==> config.mk <==
export PLATFORM = sky130hd
export DESIGN_NAME = lcdc_device_flat
export DESIGN_NICKNAME = d
export VERILOG_FILES = /design/src/lcdc_pkg.sv /design/src/lcdc_if.sv /design/src/lcdc_device.sv /design/src/flat_wrapper.sv
export VERILOG_INCLUDE_DIRS = /design/src
export SDC_FILE = /design/constraint.sdc
export NUM_CORES = 1
export LEC_CHECK = 0
export ABC_CLOCK_PERIOD_IN_PS = 5850
export BUFFER_PORTS_ARGS = -buffer_cell sky130_fd_sc_hd__buf_2
export CORE_MARGIN = 1.5
export CORE_UTILIZATION = 55
export CTS_CLUSTER_DIAMETER = 100
export CTS_CLUSTER_SIZE = 20
export DETAILED_ROUTE_END_ITERATION = 6
export PLACE_DENSITY = 0.78
export SYNTH_ARGS = -nofsm -noshare
export SYNTH_HDL_FRONTEND = slang
export SYNTH_SLANG_ARGS = --single-unit
==> constraint.sdc <==
create_clock -name sys_clk -period 5.85 [get_ports sys_clk]
set_input_delay 0.585 -clock sys_clk [delete_from_list [all_inputs] [get_ports sys_clk]]
set_output_delay 0.585 -clock sys_clk [all_outputs]
set_load 0.01 [all_outputs]
==> src/lcdc_cfg.svh <==
// Purpose: Constants of the LCD driver command decoder.
// Assumes: Included by the checker and both ends.
// Notes: Command codes are byte values or high-bit prefixes of the byte written with cmd_data_select low.
`ifndef LCDC_CFG_SVH
`define LCDC_CFG_SVH
`define LCDC_CMD_REVERSE 8'hA6
`define LCDC_CMD_ALL_LIT 8'hA4
`define LCDC_CMD_BIAS 8'hA2
`define LCDC_CMD_RMW 8'hE0
`define LCDC_CMD_END 8'hEE
`define LCDC_CMD_SWRESET 8'hE2
`define LCDC_CMD_SCAN 4'hC
`define LCDC_CMD_PAGE 4'hB
`define LCDC_CMD_LINE 2'h1
`define LCDC_CMD_RATIO 5'h04
`define LCDC_CMD_CONTRAST 8'h81
`define LCDC_CMD_POWER 5'h05
`define LCDC_CMD_COL_HI 4'h1
`define LCDC_CMD_COL_LO 4'h0
`define LCDC_CMD_TEST 4'hF
`define LCDC_CONTRAST_RST 6'h20
`define LCDC_COLUMN_MAX 8'hC7
`define LCDC_RESET_CYCLES 4'h4
`endif

==> src/lcdc_pkg.sv <==
// Purpose: Types shared by both ends of the command link.
// Assumes: The constants header is present.
// Notes: None.
package lcdc_pkg;
    typedef enum {LCDC_IDLE, LCDC_CMD, LCDC_DAT} lcdc_host_st_t;
endpackage
==> src/lcdc_if.sv <==
// Purpose: Parallel write link between host and LCD driver.
// Assumes: One write per write strobe pulse, taken at its rising edge.
// Notes: Serial bytes are treated as arriving already assembled, MSB first.
`timescale 1ns/10ps
interface lcdc_if;
    logic wr_strobe;
    logic rd_strobe;
    logic cmd_data_select;
    logic [7:0] data;
    logic hardware_reset_pin_n;
    logic [7:0] rd_data;
    modport device (input wr_strobe, rd_strobe, cmd_data_select, data,
                    hardware_reset_pin_n, output rd_data);
    modport host (output wr_strobe, rd_strobe, cmd_data_select, data,
                  hardware_reset_pin_n, input rd_data);
endinterface

==> src/lcdc_device.sv <==
// Purpose: Command decoder and mode registers of the LCD driver.
// Assumes: Link strobes are produced on sys_clk by the host end.
// Notes: Pin reset, software reset and command decode share one state record.
// Behaviour
// - Low bit selects normal or inverted lighting.
// - Low bit forces every pixel lit.
// - All-lit overrides inverted display.
// - Bias command stores one-bit ratio select.
// - Bias applies only with follower on.
// - RMW saves column, writes only advance.
// - End restores saved column, leaves RMW.
// - Host sends no column set during RMW.
// - Software reset reinitialises listed settings.
// - Software reset keeps display memory.
// - Host must use hardware reset pin.
// - Bit 3 selects common scan order.
// - Low three bits store resistor ratio.
// - After contrast mode only contrast byte.
// - Contrast byte loads low six bits.
// - Contrast load ends contrast mode.
// - Unused contrast is set to middle.
// - Serial bytes arrive MSB first.
// - Status shows resetting during initialisation.
//
// The strobed register port and the placing of the registers were left to the implementer.
`timescale 1ns/10ps
`include "lcdc_cfg.svh"
module lcdc_device
    import lcdc_pkg::*;
(
    input wire logic sys_clk, // System clock.
    input wire logic resetn, // Asynchronous reset, active low.
    lcdc_if.device link, // Host link.
    output logic display_inverted, // Pixels drawn inverted.
    output logic all_lit, // Every pixel forced lit.
    output logic bias_sel, // Stored bias select.
    output logic bias_applied, // Bias select in effect.
    output logic scan_reverse, // Common scan from last to first.
    output logic [2:0] resistor_ratio, // Drive voltage resistor ratio.
    output logic [5:0] contrast, // Contrast step.
    output logic [2:0] power_ctrl, // Power control setting.
    output logic [5:0] start_line, // Display start line.
    output logic [3:0] page_addr, // Page address.
    output logic [7:0] column, // Column address.
    output logic rmw_mode, // Read-modify-write active.
    output logic contrast_mode, // Waiting for contrast byte.
    output logic test_mode, // Test mode.
    output logic resetting, // Initialisation in progress.
    output logic pixel_on // Pixel drive for the current memory bit.
);
    // ---------------------------------------------------------------
    // State
    // ---------------------------------------------------------------
    typedef struct packed {
        logic rst_s1;
        logic rst_s2;
        logic wr_s1;
        logic wr_s2;
        logic wr_s3;
        logic rd_s1;
        logic rd_s2;
        logic rd_s3;
        logic a0_s1;
        logic a0_s2;
        logic [7:0] d_s1;
        logic [7:0] d_s2;
        logic inv;
        logic lit;
        logic bias;
        logic bias_on;
        logic scan;
        logic [2:0] ratio;
        logic [5:0] contr;
        logic [2:0] power;
        logic [5:0] line;
        logic [3:0] page;
        logic [7:0] col;
        logic [7:0] saved_col;
        logic rmw;
        logic cmode;
        logic test;
        logic [3:0] rst_cnt;
        logic pix;
        logic mem_bit;
        logic rst_flag;
    } lcdc_dev_t;
    lcdc_dev_t q;
    lcdc_dev_t next_q;
    logic wr_ev;
    logic rd_ev;
    logic [7:0] b;

    assign wr_ev = q.wr_s2 & ~q.wr_s3;
    assign rd_ev = q.rd_s2 & ~q.rd_s3;
    assign b = q.d_s2;

    // ---------------------------------------------------------------
    // Decode
    // ---------------------------------------------------------------
    always_comb begin
        next_q = q;
        next_q.rst_s1 = link.hardware_reset_pin_n;
        next_q.rst_s2 = q.rst_s1;
        next_q.wr_s1 = link.wr_strobe;
        next_q.wr_s2 = q.wr_s1;
        next_q.wr_s3 = q.wr_s2;
        next_q.rd_s1 = link.rd_strobe;
        next_q.rd_s2 = q.rd_s1;
        next_q.rd_s3 = q.rd_s2;
        next_q.a0_s1 = link.cmd_data_select;
        next_q.a0_s2 = q.a0_s1;
        next_q.d_s1 = link.data;
        next_q.d_s2 = q.d_s1;
        if (q.rst_cnt != 4'h0) begin
            next_q.rst_cnt = q.rst_cnt - 4'h1;
        end
        if (wr_ev && q.a0_s2) begin
            next_q.mem_bit = b[0];
            if (q.col != `LCDC_COLUMN_MAX) begin
                next_q.col = q.col + 8'h01;
            end
        end else if (rd_ev && q.a0_s2) begin
            if (!q.rmw && q.col != `LCDC_COLUMN_MAX) begin
                next_q.col = q.col + 8'h01;
            end
        end else if (wr_ev && q.cmode) begin
            next_q.contr = b[5:0];
            next_q.cmode = 1'b0;
        end else if (wr_ev) begin
            next_q.test = 1'b0;
            if ({b[7:1], 1'b0} == `LCDC_CMD_REVERSE) begin
                next_q.inv = b[0];
            end else if ({b[7:1], 1'b0} == `LCDC_CMD_ALL_LIT) begin
                next_q.lit = b[0];
            end else if ({b[7:1], 1'b0} == `LCDC_CMD_BIAS) begin
                next_q.bias = b[0];
            end else if (b == `LCDC_CMD_RMW) begin
                next_q.rmw = 1'b1;
                next_q.saved_col = q.col;
            end else if (b == `LCDC_CMD_END) begin
                if (q.rmw) begin
                    next_q.rmw = 1'b0;
                    next_q.col = q.saved_col;
                end
            end else if (b == `LCDC_CMD_SWRESET) begin
                next_q.line = 6'h00;
                next_q.col = 8'h00;
                next_q.page = 4'h0;
                next_q.scan = 1'b0;
                next_q.ratio = 3'h0;
                next_q.contr = `LCDC_CONTRAST_RST;
                next_q.rmw = 1'b0;
                next_q.rst_cnt = `LCDC_RESET_CYCLES;
            end else if (b[7:4] == `LCDC_CMD_SCAN) begin
                next_q.scan = b[3];
            end else if (b[7:3] == `LCDC_CMD_RATIO) begin
                next_q.ratio = b[2:0];
            end else if (b[7:3] == `LCDC_CMD_POWER) begin
                next_q.power = b[2:0];
            end else if (b == `LCDC_CMD_CONTRAST) begin
                next_q.cmode = 1'b1;
            end else if (b[7:6] == `LCDC_CMD_LINE) begin
                next_q.line = b[5:0];
            end else if (b[7:4] == `LCDC_CMD_PAGE) begin
                next_q.page = b[3:0];
            end else if (b[7:4] == `LCDC_CMD_COL_HI) begin
                next_q.col = {b[3:0], q.col[3:0]};
            end else if (b[7:4] == `LCDC_CMD_COL_LO) begin
                next_q.col = {q.col[7:4], b[3:0]};
            end else if (b[7:4] == `LCDC_CMD_TEST) begin
                next_q.test = 1'b1;
            end
        end
        next_q.bias_on = q.bias & q.power[0];
        next_q.pix = q.lit | (q.mem_bit ^ q.inv);
        // Pin reset wipes the settings but keeps the memory bit, since the
        // pin never touches display memory.
        if (!q.rst_s2) begin
            next_q = '0;
            next_q.rst_s1 = link.hardware_reset_pin_n;
            next_q.rst_s2 = q.rst_s1;
            next_q.contr = `LCDC_CONTRAST_RST;
            next_q.rst_cnt = `LCDC_RESET_CYCLES;
            next_q.mem_bit = q.mem_bit;
        end
        next_q.rst_flag = next_q.rst_cnt != 4'h0;
    end

    always_ff @(posedge sys_clk or negedge resetn) begin
        if (!resetn) begin
            q <= '0;
            q.contr <= `LCDC_CONTRAST_RST;
            q.rst_cnt <= `LCDC_RESET_CYCLES;
            q.rst_flag <= 1'b1;
        end else begin
            q <= next_q;
        end
    end

    assign link.rd_data = {q.rst_flag, 2'h0, q.rst_flag, 4'h0};
    assign display_inverted = q.inv;
    assign all_lit = q.lit;
    assign bias_sel = q.bias;
    assign bias_applied = q.bias_on;
    assign scan_reverse = q.scan;
    assign resistor_ratio = q.ratio;
    assign contrast = q.contr;
    assign power_ctrl = q.power;
    assign start_line = q.line;
    assign page_addr = q.page;
    assign column = q.col;
    assign rmw_mode = q.rmw;
    assign contrast_mode = q.cmode;
    assign test_mode = q.test;
    assign resetting = q.rst_flag;
    assign pixel_on = q.pix;
endmodule

==> src/flat_wrapper.sv <==
// flat-port wrapper written by rule: the top's interface ports become plain ports
module lcdc_device_flat import lcdc_pkg::*;
  (sys_clk, resetn, display_inverted, all_lit, bias_sel, bias_applied, scan_reverse, resistor_ratio, contrast, power_ctrl, start_line, page_addr, column, rmw_mode, contrast_mode, test_mode, resetting, pixel_on, link_wr_strobe, link_rd_strobe, link_cmd_data_select, link_data, link_hardware_reset_pin_n, link_rd_data);
  lcdc_if link_i ();
  input wire logic sys_clk;
  input wire logic resetn;
  output logic display_inverted;
  output logic all_lit;
  output logic bias_sel;
  output logic bias_applied;
  output logic scan_reverse;
  output logic [2:0] resistor_ratio;
  output logic [5:0] contrast;
  output logic [2:0] power_ctrl;
  output logic [5:0] start_line;
  output logic [3:0] page_addr;
  output logic [7:0] column;
  output logic rmw_mode;
  output logic contrast_mode;
  output logic test_mode;
  output logic resetting;
  output logic pixel_on;
  input wire logic [$bits(link_i.wr_strobe)-1:0] link_wr_strobe;
  input wire logic [$bits(link_i.rd_strobe)-1:0] link_rd_strobe;
  input wire logic [$bits(link_i.cmd_data_select)-1:0] link_cmd_data_select;
  input wire logic [$bits(link_i.data)-1:0] link_data;
  input wire logic [$bits(link_i.hardware_reset_pin_n)-1:0] link_hardware_reset_pin_n;
  output wire logic [$bits(link_i.rd_data)-1:0] link_rd_data;
  assign link_i.wr_strobe = link_wr_strobe;
  assign link_i.rd_strobe = link_rd_strobe;
  assign link_i.cmd_data_select = link_cmd_data_select;
  assign link_i.data = link_data;
  assign link_i.hardware_reset_pin_n = link_hardware_reset_pin_n;
  assign link_rd_data = link_i.rd_data;
  lcdc_device u_core (.sys_clk(sys_clk), .resetn(resetn), .link(link_i), .display_inverted(display_inverted), .all_lit(all_lit), .bias_sel(bias_sel), .bias_applied(bias_applied), .scan_reverse(scan_reverse), .resistor_ratio(resistor_ratio), .contrast(contrast), .power_ctrl(power_ctrl), .start_line(start_line), .page_addr(page_addr), .column(column), .rmw_mode(rmw_mode), .contrast_mode(contrast_mode), .test_mode(test_mode), .resetting(resetting), .pixel_on(pixel_on));
endmodule
# Yosys cells after proc, flatten, opt, wreduce, memory -nomap -nowiden
# Index checks and enable logic that the tools add are counted.
classes:
  n_mux: 79
  bitwise: 7
  addsub: 2
  reduce_logical: 24
  n_eq_ne: 72
op_table:
  columns: ["op", "n"]
  rows:
  - ["$mux W21", 12]
  - ["$mux W46", 4]
  - ["$mux W77", 1]
  - ["$mux W8", 9]
  - ["$mux W23", 3]
  - ["$ne A3 B3 Y1 const B", 22]
  - ["$mux W18", 3]
  - ["$ne A6 B6 Y1 const B", 9]
  - ["$ne A2 B2 Y1 const B", 17]
  - ["$eq A8 B8 Y1 const B", 4]
  - ["$ne A4 B4 Y1 const B", 8]
  - ["$mux W31", 1]
  - ["$mux W15", 2]
  - ["$mux W30", 1]
  - ["$mux W6", 5]
  - ["$reduce_and A13 Y1", 2]
  - ["$mux W3", 8]
  - ["$mux W4", 6]
  - ["$eq A7 B7 Y1 const B", 3]
  - ["$mux W1", 17]
  - ["$reduce_and A17 Y1", 1]
  - ["$reduce_and A16 Y1", 1]
  - ["$reduce_and A8 Y1", 2]
  - ["$reduce_and A15 Y1", 1]
  - ["other kinds (28)", 42]
word_totals:
  word_cells: 216
  reg_bits: 79
  in_bits: 14
  output_inout_bits: 48

# Longest topological paths before layout
depth:
  depth_word: 31
  depth_mapped: 8
  depth_no_buf: 7

# Worst setup path before layout
# OpenSTA, ideal clock, no wires.
synth_timing:
  path_kind: "register -> register"
  from: "reg u_core.q, in the netlist u_core.b[6]"
  to: "reg u_core.q, in the netlist u_core.column[0]"
  period_less_slack_ns: 2.124
  path_buffers: 1
  required_time_ns: 5.725
  setup_time_ns: 0.125
  stages_incl_launch_ff: 8
  t_arrival_ns: 1.999
  slack_ns: 3.726
  cell_sequence: "dfrtp_1 -> buf_2 -> nand4b_2 -> nor4_2 -> or4_4 -> o211a_4 -> nor2_1 -> mux2_2"
synth_between:
  elab_chain_len: 12
  elab_cells_between_ends: 39
  classes_between: "eq/ne: 26; mux: 11; reduce/logical: 2"
synth_rtl:
  columns: ["item", "line", "text"]
  rows:
  - ["start, declared", "lcdc_device.sv:87", "lcdc_dev_t q;"]
  - ["start signal, assigned", "lcdc_device.sv:196", "q <= next_q;"]
  - ["$eq A8 B8 Y1 (no source line)", null, null]
  - ["$mux W18", "lcdc_device.sv:145", "end else if (b == `LCDC_CMD_SWRESET) begin"]
  - ["$mux W8", "lcdc_device.sv:140", "end else if (b == `LCDC_CMD_END) begin"]
  - ["$mux W31", "lcdc_device.sv:137", "end else if (b == `LCDC_CMD_RMW) begin"]
  - ["$mux W46", "lcdc_device.sv:135", "end else if ({b[7:1], 1'b0} == `LCDC_CMD_BIAS) begin"]
  - ["$mux W46", "lcdc_device.sv:133", "end else if ({b[7:1], 1'b0} == `LCDC_CMD_ALL_LIT) begin"]
  - ["$mux W46", "lcdc_device.sv:131", "if ({b[7:1], 1'b0} == `LCDC_CMD_REVERSE) begin"]
  - ["$mux W46", "lcdc_device.sv:129", "end else if (wr_ev) begin"]
  - ["$mux W30", "lcdc_device.sv:126", "end else if (wr_ev && q.cmode) begin"]
  - ["$mux W8", "lcdc_device.sv:122", "end else if (rd_ev && q.a0_s2) begin"]
  - ["$mux W8", "lcdc_device.sv:117", "if (wr_ev && q.a0_s2) begin"]
  - ["$mux W77", "lcdc_device.sv:178", "if (!q.rst_s2) begin"]
# Several ways; a longest one is shown, not always the timed one. The select of a mux whose other input is x is not followed.
# A chain may end at the register's enable or synchronous reset.

# Final worst setup path
layout_timing:
  from: "reg u_core.q[74] (netlist name)"
  to: "reg u_core.q, in the netlist u_core.start_line[2]"
layout_between:
  elab_chain_len: 5
  elab_cells_between_ends: 8
  classes_between: "eq/ne: 3; bitwise: 2; reduce/logical: 3"
layout_rtl:
  columns: ["item", "line", "text"]
  rows:
  - ["$not A1 Y1 (*)", "lcdc_device.sv:93", "assign wr_ev = q.wr_s2 & ~q.wr_s3;"]
  - ["$and A1 B1 Y1 (*)", "lcdc_device.sv:93", null]
  - ["$logic_and A1 B1 Y1, on equally long branches", "lcdc_device.sv:117, lcdc_device.sv:126", null]
  - ["$ne A2 B2 Y1 (no source line)", null, null]
  - ["$reduce_and A14 Y1 (no source line) (*)", null, null]
# Every way passes the cells marked *; elsewhere a longest branch is shown, timed or not.

==> flow_summary_export.csv <==
group,metric,value,unit
outcome,status,"completed",
placed_design,pre_cts_slack,3.17,ns
sta,maxSlewHeadroom,31.6,%
logic_synthesis,syn-mean-instance-area,10.3,um^2
routing,detail-route-antenna-nets,0,
logic_synthesis,yosys-top-cells-area,"dfrtp_1, buf_4, mux2_2, and2_1, nor2_1",
worst_hold_path,min_from,"link_hardware_reset_pin_n",
grt,track_usage,21.9,%
die,fp.dieH,89.1,um
setup_path,worstPathRequired,6.09,ns
routing,postRouteWirelength,7.98,mm
setup_path,critPathLaunchType,"register",
grt,grt_max_degree,80,
clock_tree,clk_pin_slew,0.08,ns
power_and_ir_drop,cellPowerDensity,273,nW/um^2
sta,rsz0062_at_grt,"no",
setup_path,endpoint_kind,"register",
logic_synthesis,synth_area_leader_cell,"dfrtp_1",
clock_tree,ctsResizeCount,0,
sta,fmax,0.366,GHz
clock_tree,insertion_delay,0.35,ns
logic_synthesis,yosysUniqueCellTypes,64,
logic_synthesis,yosysWarnings,0,
die,core,7210,um^2
sta,timing.final.crit_share,46.7,%
placed_design,hpwl,5.52,mm
die,initial_core_util,56.5,%
grt,grt_pass1_vias,2621,
setup_path,r2r_cells,6,
logic_synthesis,ys_seq_area_share,48.6,%
placed_design,io_buffers,55,
placed_design,placed_cells_incl_taps,497,
die,die_w,89.1,um
sta,setup_tns,0,ns
routing,dr_total_vias,2914,
setup_path,cp_cell_sequence,"nand2b_1 -> or3_1 -> nor4_1 -> nor2_1 -> a21oi_4 -> mux2_2",
clock_tree,cts_tree,"yes",
logic_synthesis,synth_top_flop_cell,"dfrtp_1",
sta,hold_viol,0,
die,dieArea,7930,um^2
clock_tree,cts_max_path_buffers,2,
logic_synthesis,synth_most_common_cell,"dfrtp_1",
grt,antenna_found_initial,0,
routing,drcViolationCount,0,
power_and_ir_drop,p_leak,2.13,nW
finish,antenna_cells,0,
routing,drt_iter0_markers,330,
die,io_pins,62,
routing,routed_via_density,5.68,
sta,drv_slew,0,
routing,first_pass_iters,4,
power_and_ir_drop,peakVddDrop,0.126,mV
sta,fin_crit,2.73,ns
setup_path,arrival,2.97,ns
finish,syn_to_final_growth,6.82,%
grt,grt_pass1_wl,13.1,mm
worst_hold_path,hold_end,"u_core.q[78]",
clock_tree,h-tree-depth,3,
logic_synthesis,yosys.area.top_type_share,46.7,%
die,rows,31,
clock_tree,cts_setup_buffers,0,
sta,worst_hold_slack,0.338,ns
worst_hold_path,min_delay_path_depth,1,
clock_tree,cts_buffers,9,
setup_path,path_buf_inv,0,
placed_design,post_dp_cell_area,4120,um^2
clock_tree,root_buffer,"clkbuf_8",
run,cap_violations,0,
sta,setup_viol,0,
setup_path,cpMaxStageDelayCell,"nor4_1",
logic_synthesis,syn_area,4070,um^2
setup_path,worstSetupPathType,"register to register",
finish,fill_cells,634,
finish,drive_above_1_share,26.1,%
finish,instances_no_fill,513,
logic_synthesis,synth-async-reset-ratio,100,%
setup_path,max_stage_delay,0.58,ns
sta,worstMarginPinSlew,1.01,ns
finish,layout.nets,425,
clock_tree,postCtsHoldBufs,0,
grt,overflow,0,
routing,wire_per_inst,15.6,um
setup_path,cp_max_fo,13,
sta,fin_skew,0.00916,ns
logic_synthesis,synth-edff-count,0,
sta,worst_slack,3.12,ns
worst_hold_path,hold_class,"input port to register",
logic_synthesis,synth_cells,396,
logic_synthesis,ys_ff_latch,79,
placed_design,routabilityCongestion,0.965,
setup_path,rrSetupSlack,3.12,ns
finish,final_area,4350,um^2
logic_synthesis,synth_common_cells,"dfrtp_1, buf_4, nor2_1, and2_1",
setup_path,cp_top_family,"simple AND/OR/NAND/NOR gates",
setup_path,r2r-end,"u_core.start_line[2]",
clock_tree,clock-sinks,79,
setup_path,r2r_start,"u_core.q[74]",
registers in the layout, indices dropped and copies added (netlist names):
name and count:
u_core.scan_reverse 1, u_core.contrast 6, u_core.test_mode 1, u_core.power_ctrl 3, u_core.resetting 1, u_core.start_line 6, u_core.b 8, u_core.all_lit 1
u_core.page_addr 4, u_core.pixel_on 1, u_core.resistor_ratio 3, u_core.column 8, u_core.contrast_mode 1, u_core.rmw_mode 1, u_core.display_inverted 1, u_core.bias_applied 1
u_core.bias_sel 1, u_core.q 31
cell usage in the layout (no fill, tap or decap), types with 2 or more instances in the layout:
cell type	n
dfrtp_1	76
buf_2	54
nor2_1	31
and2_1	25
nand2_1	19
mux2_2	19
nand3_1	13
o21ai_0	12
clkbuf_8	11
nor3_1	10
nor2b_1	9
a22o_1	8
a21oi_1	7
inv_1	7
nor4_1	7
nand2b_1	6
and3_1	6
o2111ai_1	6
conb_1	6
o31ai_1	5
mux2i_1	5
or2_2	4
or3_1	4
nand4_1	4
o22ai_1	4
nand3b_1	4
a22oi_1	4
dfstp_2	3
a31oi_1	2
o311ai_0	2
nor4b_1	2
o32a_1	2
ha_1	2
bufinv_16	2
buf_4	2
final cells by class:
type                            instances  area, um^2  area share (%)
Sequential cell                        79        1980            45.5
Multi-Input combinational cell        255        1700            39.1
Timing Repair Buffer                   56         285            6.56
Clock buffer                           12         155            3.57
Tap cell                               99         124            2.85
Clock inverter                          4        76.3            1.75
Inverter                                8        30.0           0.690
cells by family after synthesis:
| logic type | Yosys count | synth area share (%) |
|---|---|---|
| AO/OA/AOI/OAI | 67 | 12.4 |
| multiplexers | 24 | 6.48 |
| XOR/XNOR | 2 | 0.430 |
| other | 1 | 0.0920 |
| AND/OR/NAND/NOR | 154 | 21.2 |
| adder cells (fa/ha/maj) | 2 | 0.614 |
| buffers and inverters | 67 | 10.1 |
| flip-flops | 79 | 48.6 |
worst register-to-register path, stage by stage, from the launching register on:
cell      delay (ns)
dfrtp_1         0.37
nand2b_1        0.35
or3_1           0.47
nor4_1          0.58
nor2_1          0.21
a21oi_4         0.28
mux2_2          0.37
per-stage QoR:
stage | power, W | utilization, %
2_1_floorplan | 0.000711 | -
3_3_place_gp | 0.000737 | 57.1
3_5_place_dp | 0.000744 | 57.1
4_1_cts | 0.00120 | 60.3
5_1_grt | 0.00126 | 60.3
6_report | 0.00119 | 60.3
power breakdown:
part	total [W]	internal, W	leakage, nW	switching [W]
sequential	0.000593	0.000571	1.07	0.0000216
clock	0.000456	0.000265	0.113	0.000191
combinational	0.000140	0.0000554	0.949	0.0000851
how the worst max path moves through the flow:
stage                 startpoint              endpoint  cells past startpoint  slack, ns
CTS                 u_core.q[74]  u_core.start_line[2]                      6       3.16
floorplan            u_core.b[6]      u_core.column[0]                      7       3.73
finish              u_core.q[74]  u_core.start_line[2]                      6       3.12
global route        u_core.q[74]  u_core.start_line[2]                      6       2.94
detailed placement  u_core.q[74]  u_core.start_line[1]                      6       3.17
global placement    u_core.q[74]  u_core.start_line[3]                      6       3.24
per-layer routing:
layer | part of all wire (%) | wire [um] | track usage [%]
met3 | 6.3 | 502 | 6.46
met4 | 0.85 | 68 | 6.15
met2 | 46 | 3660 | 31.4
met5 | 0 | 0 | 0
met1 | 47 | 3740 | 32.4
(Power assumes the default switching activity.)
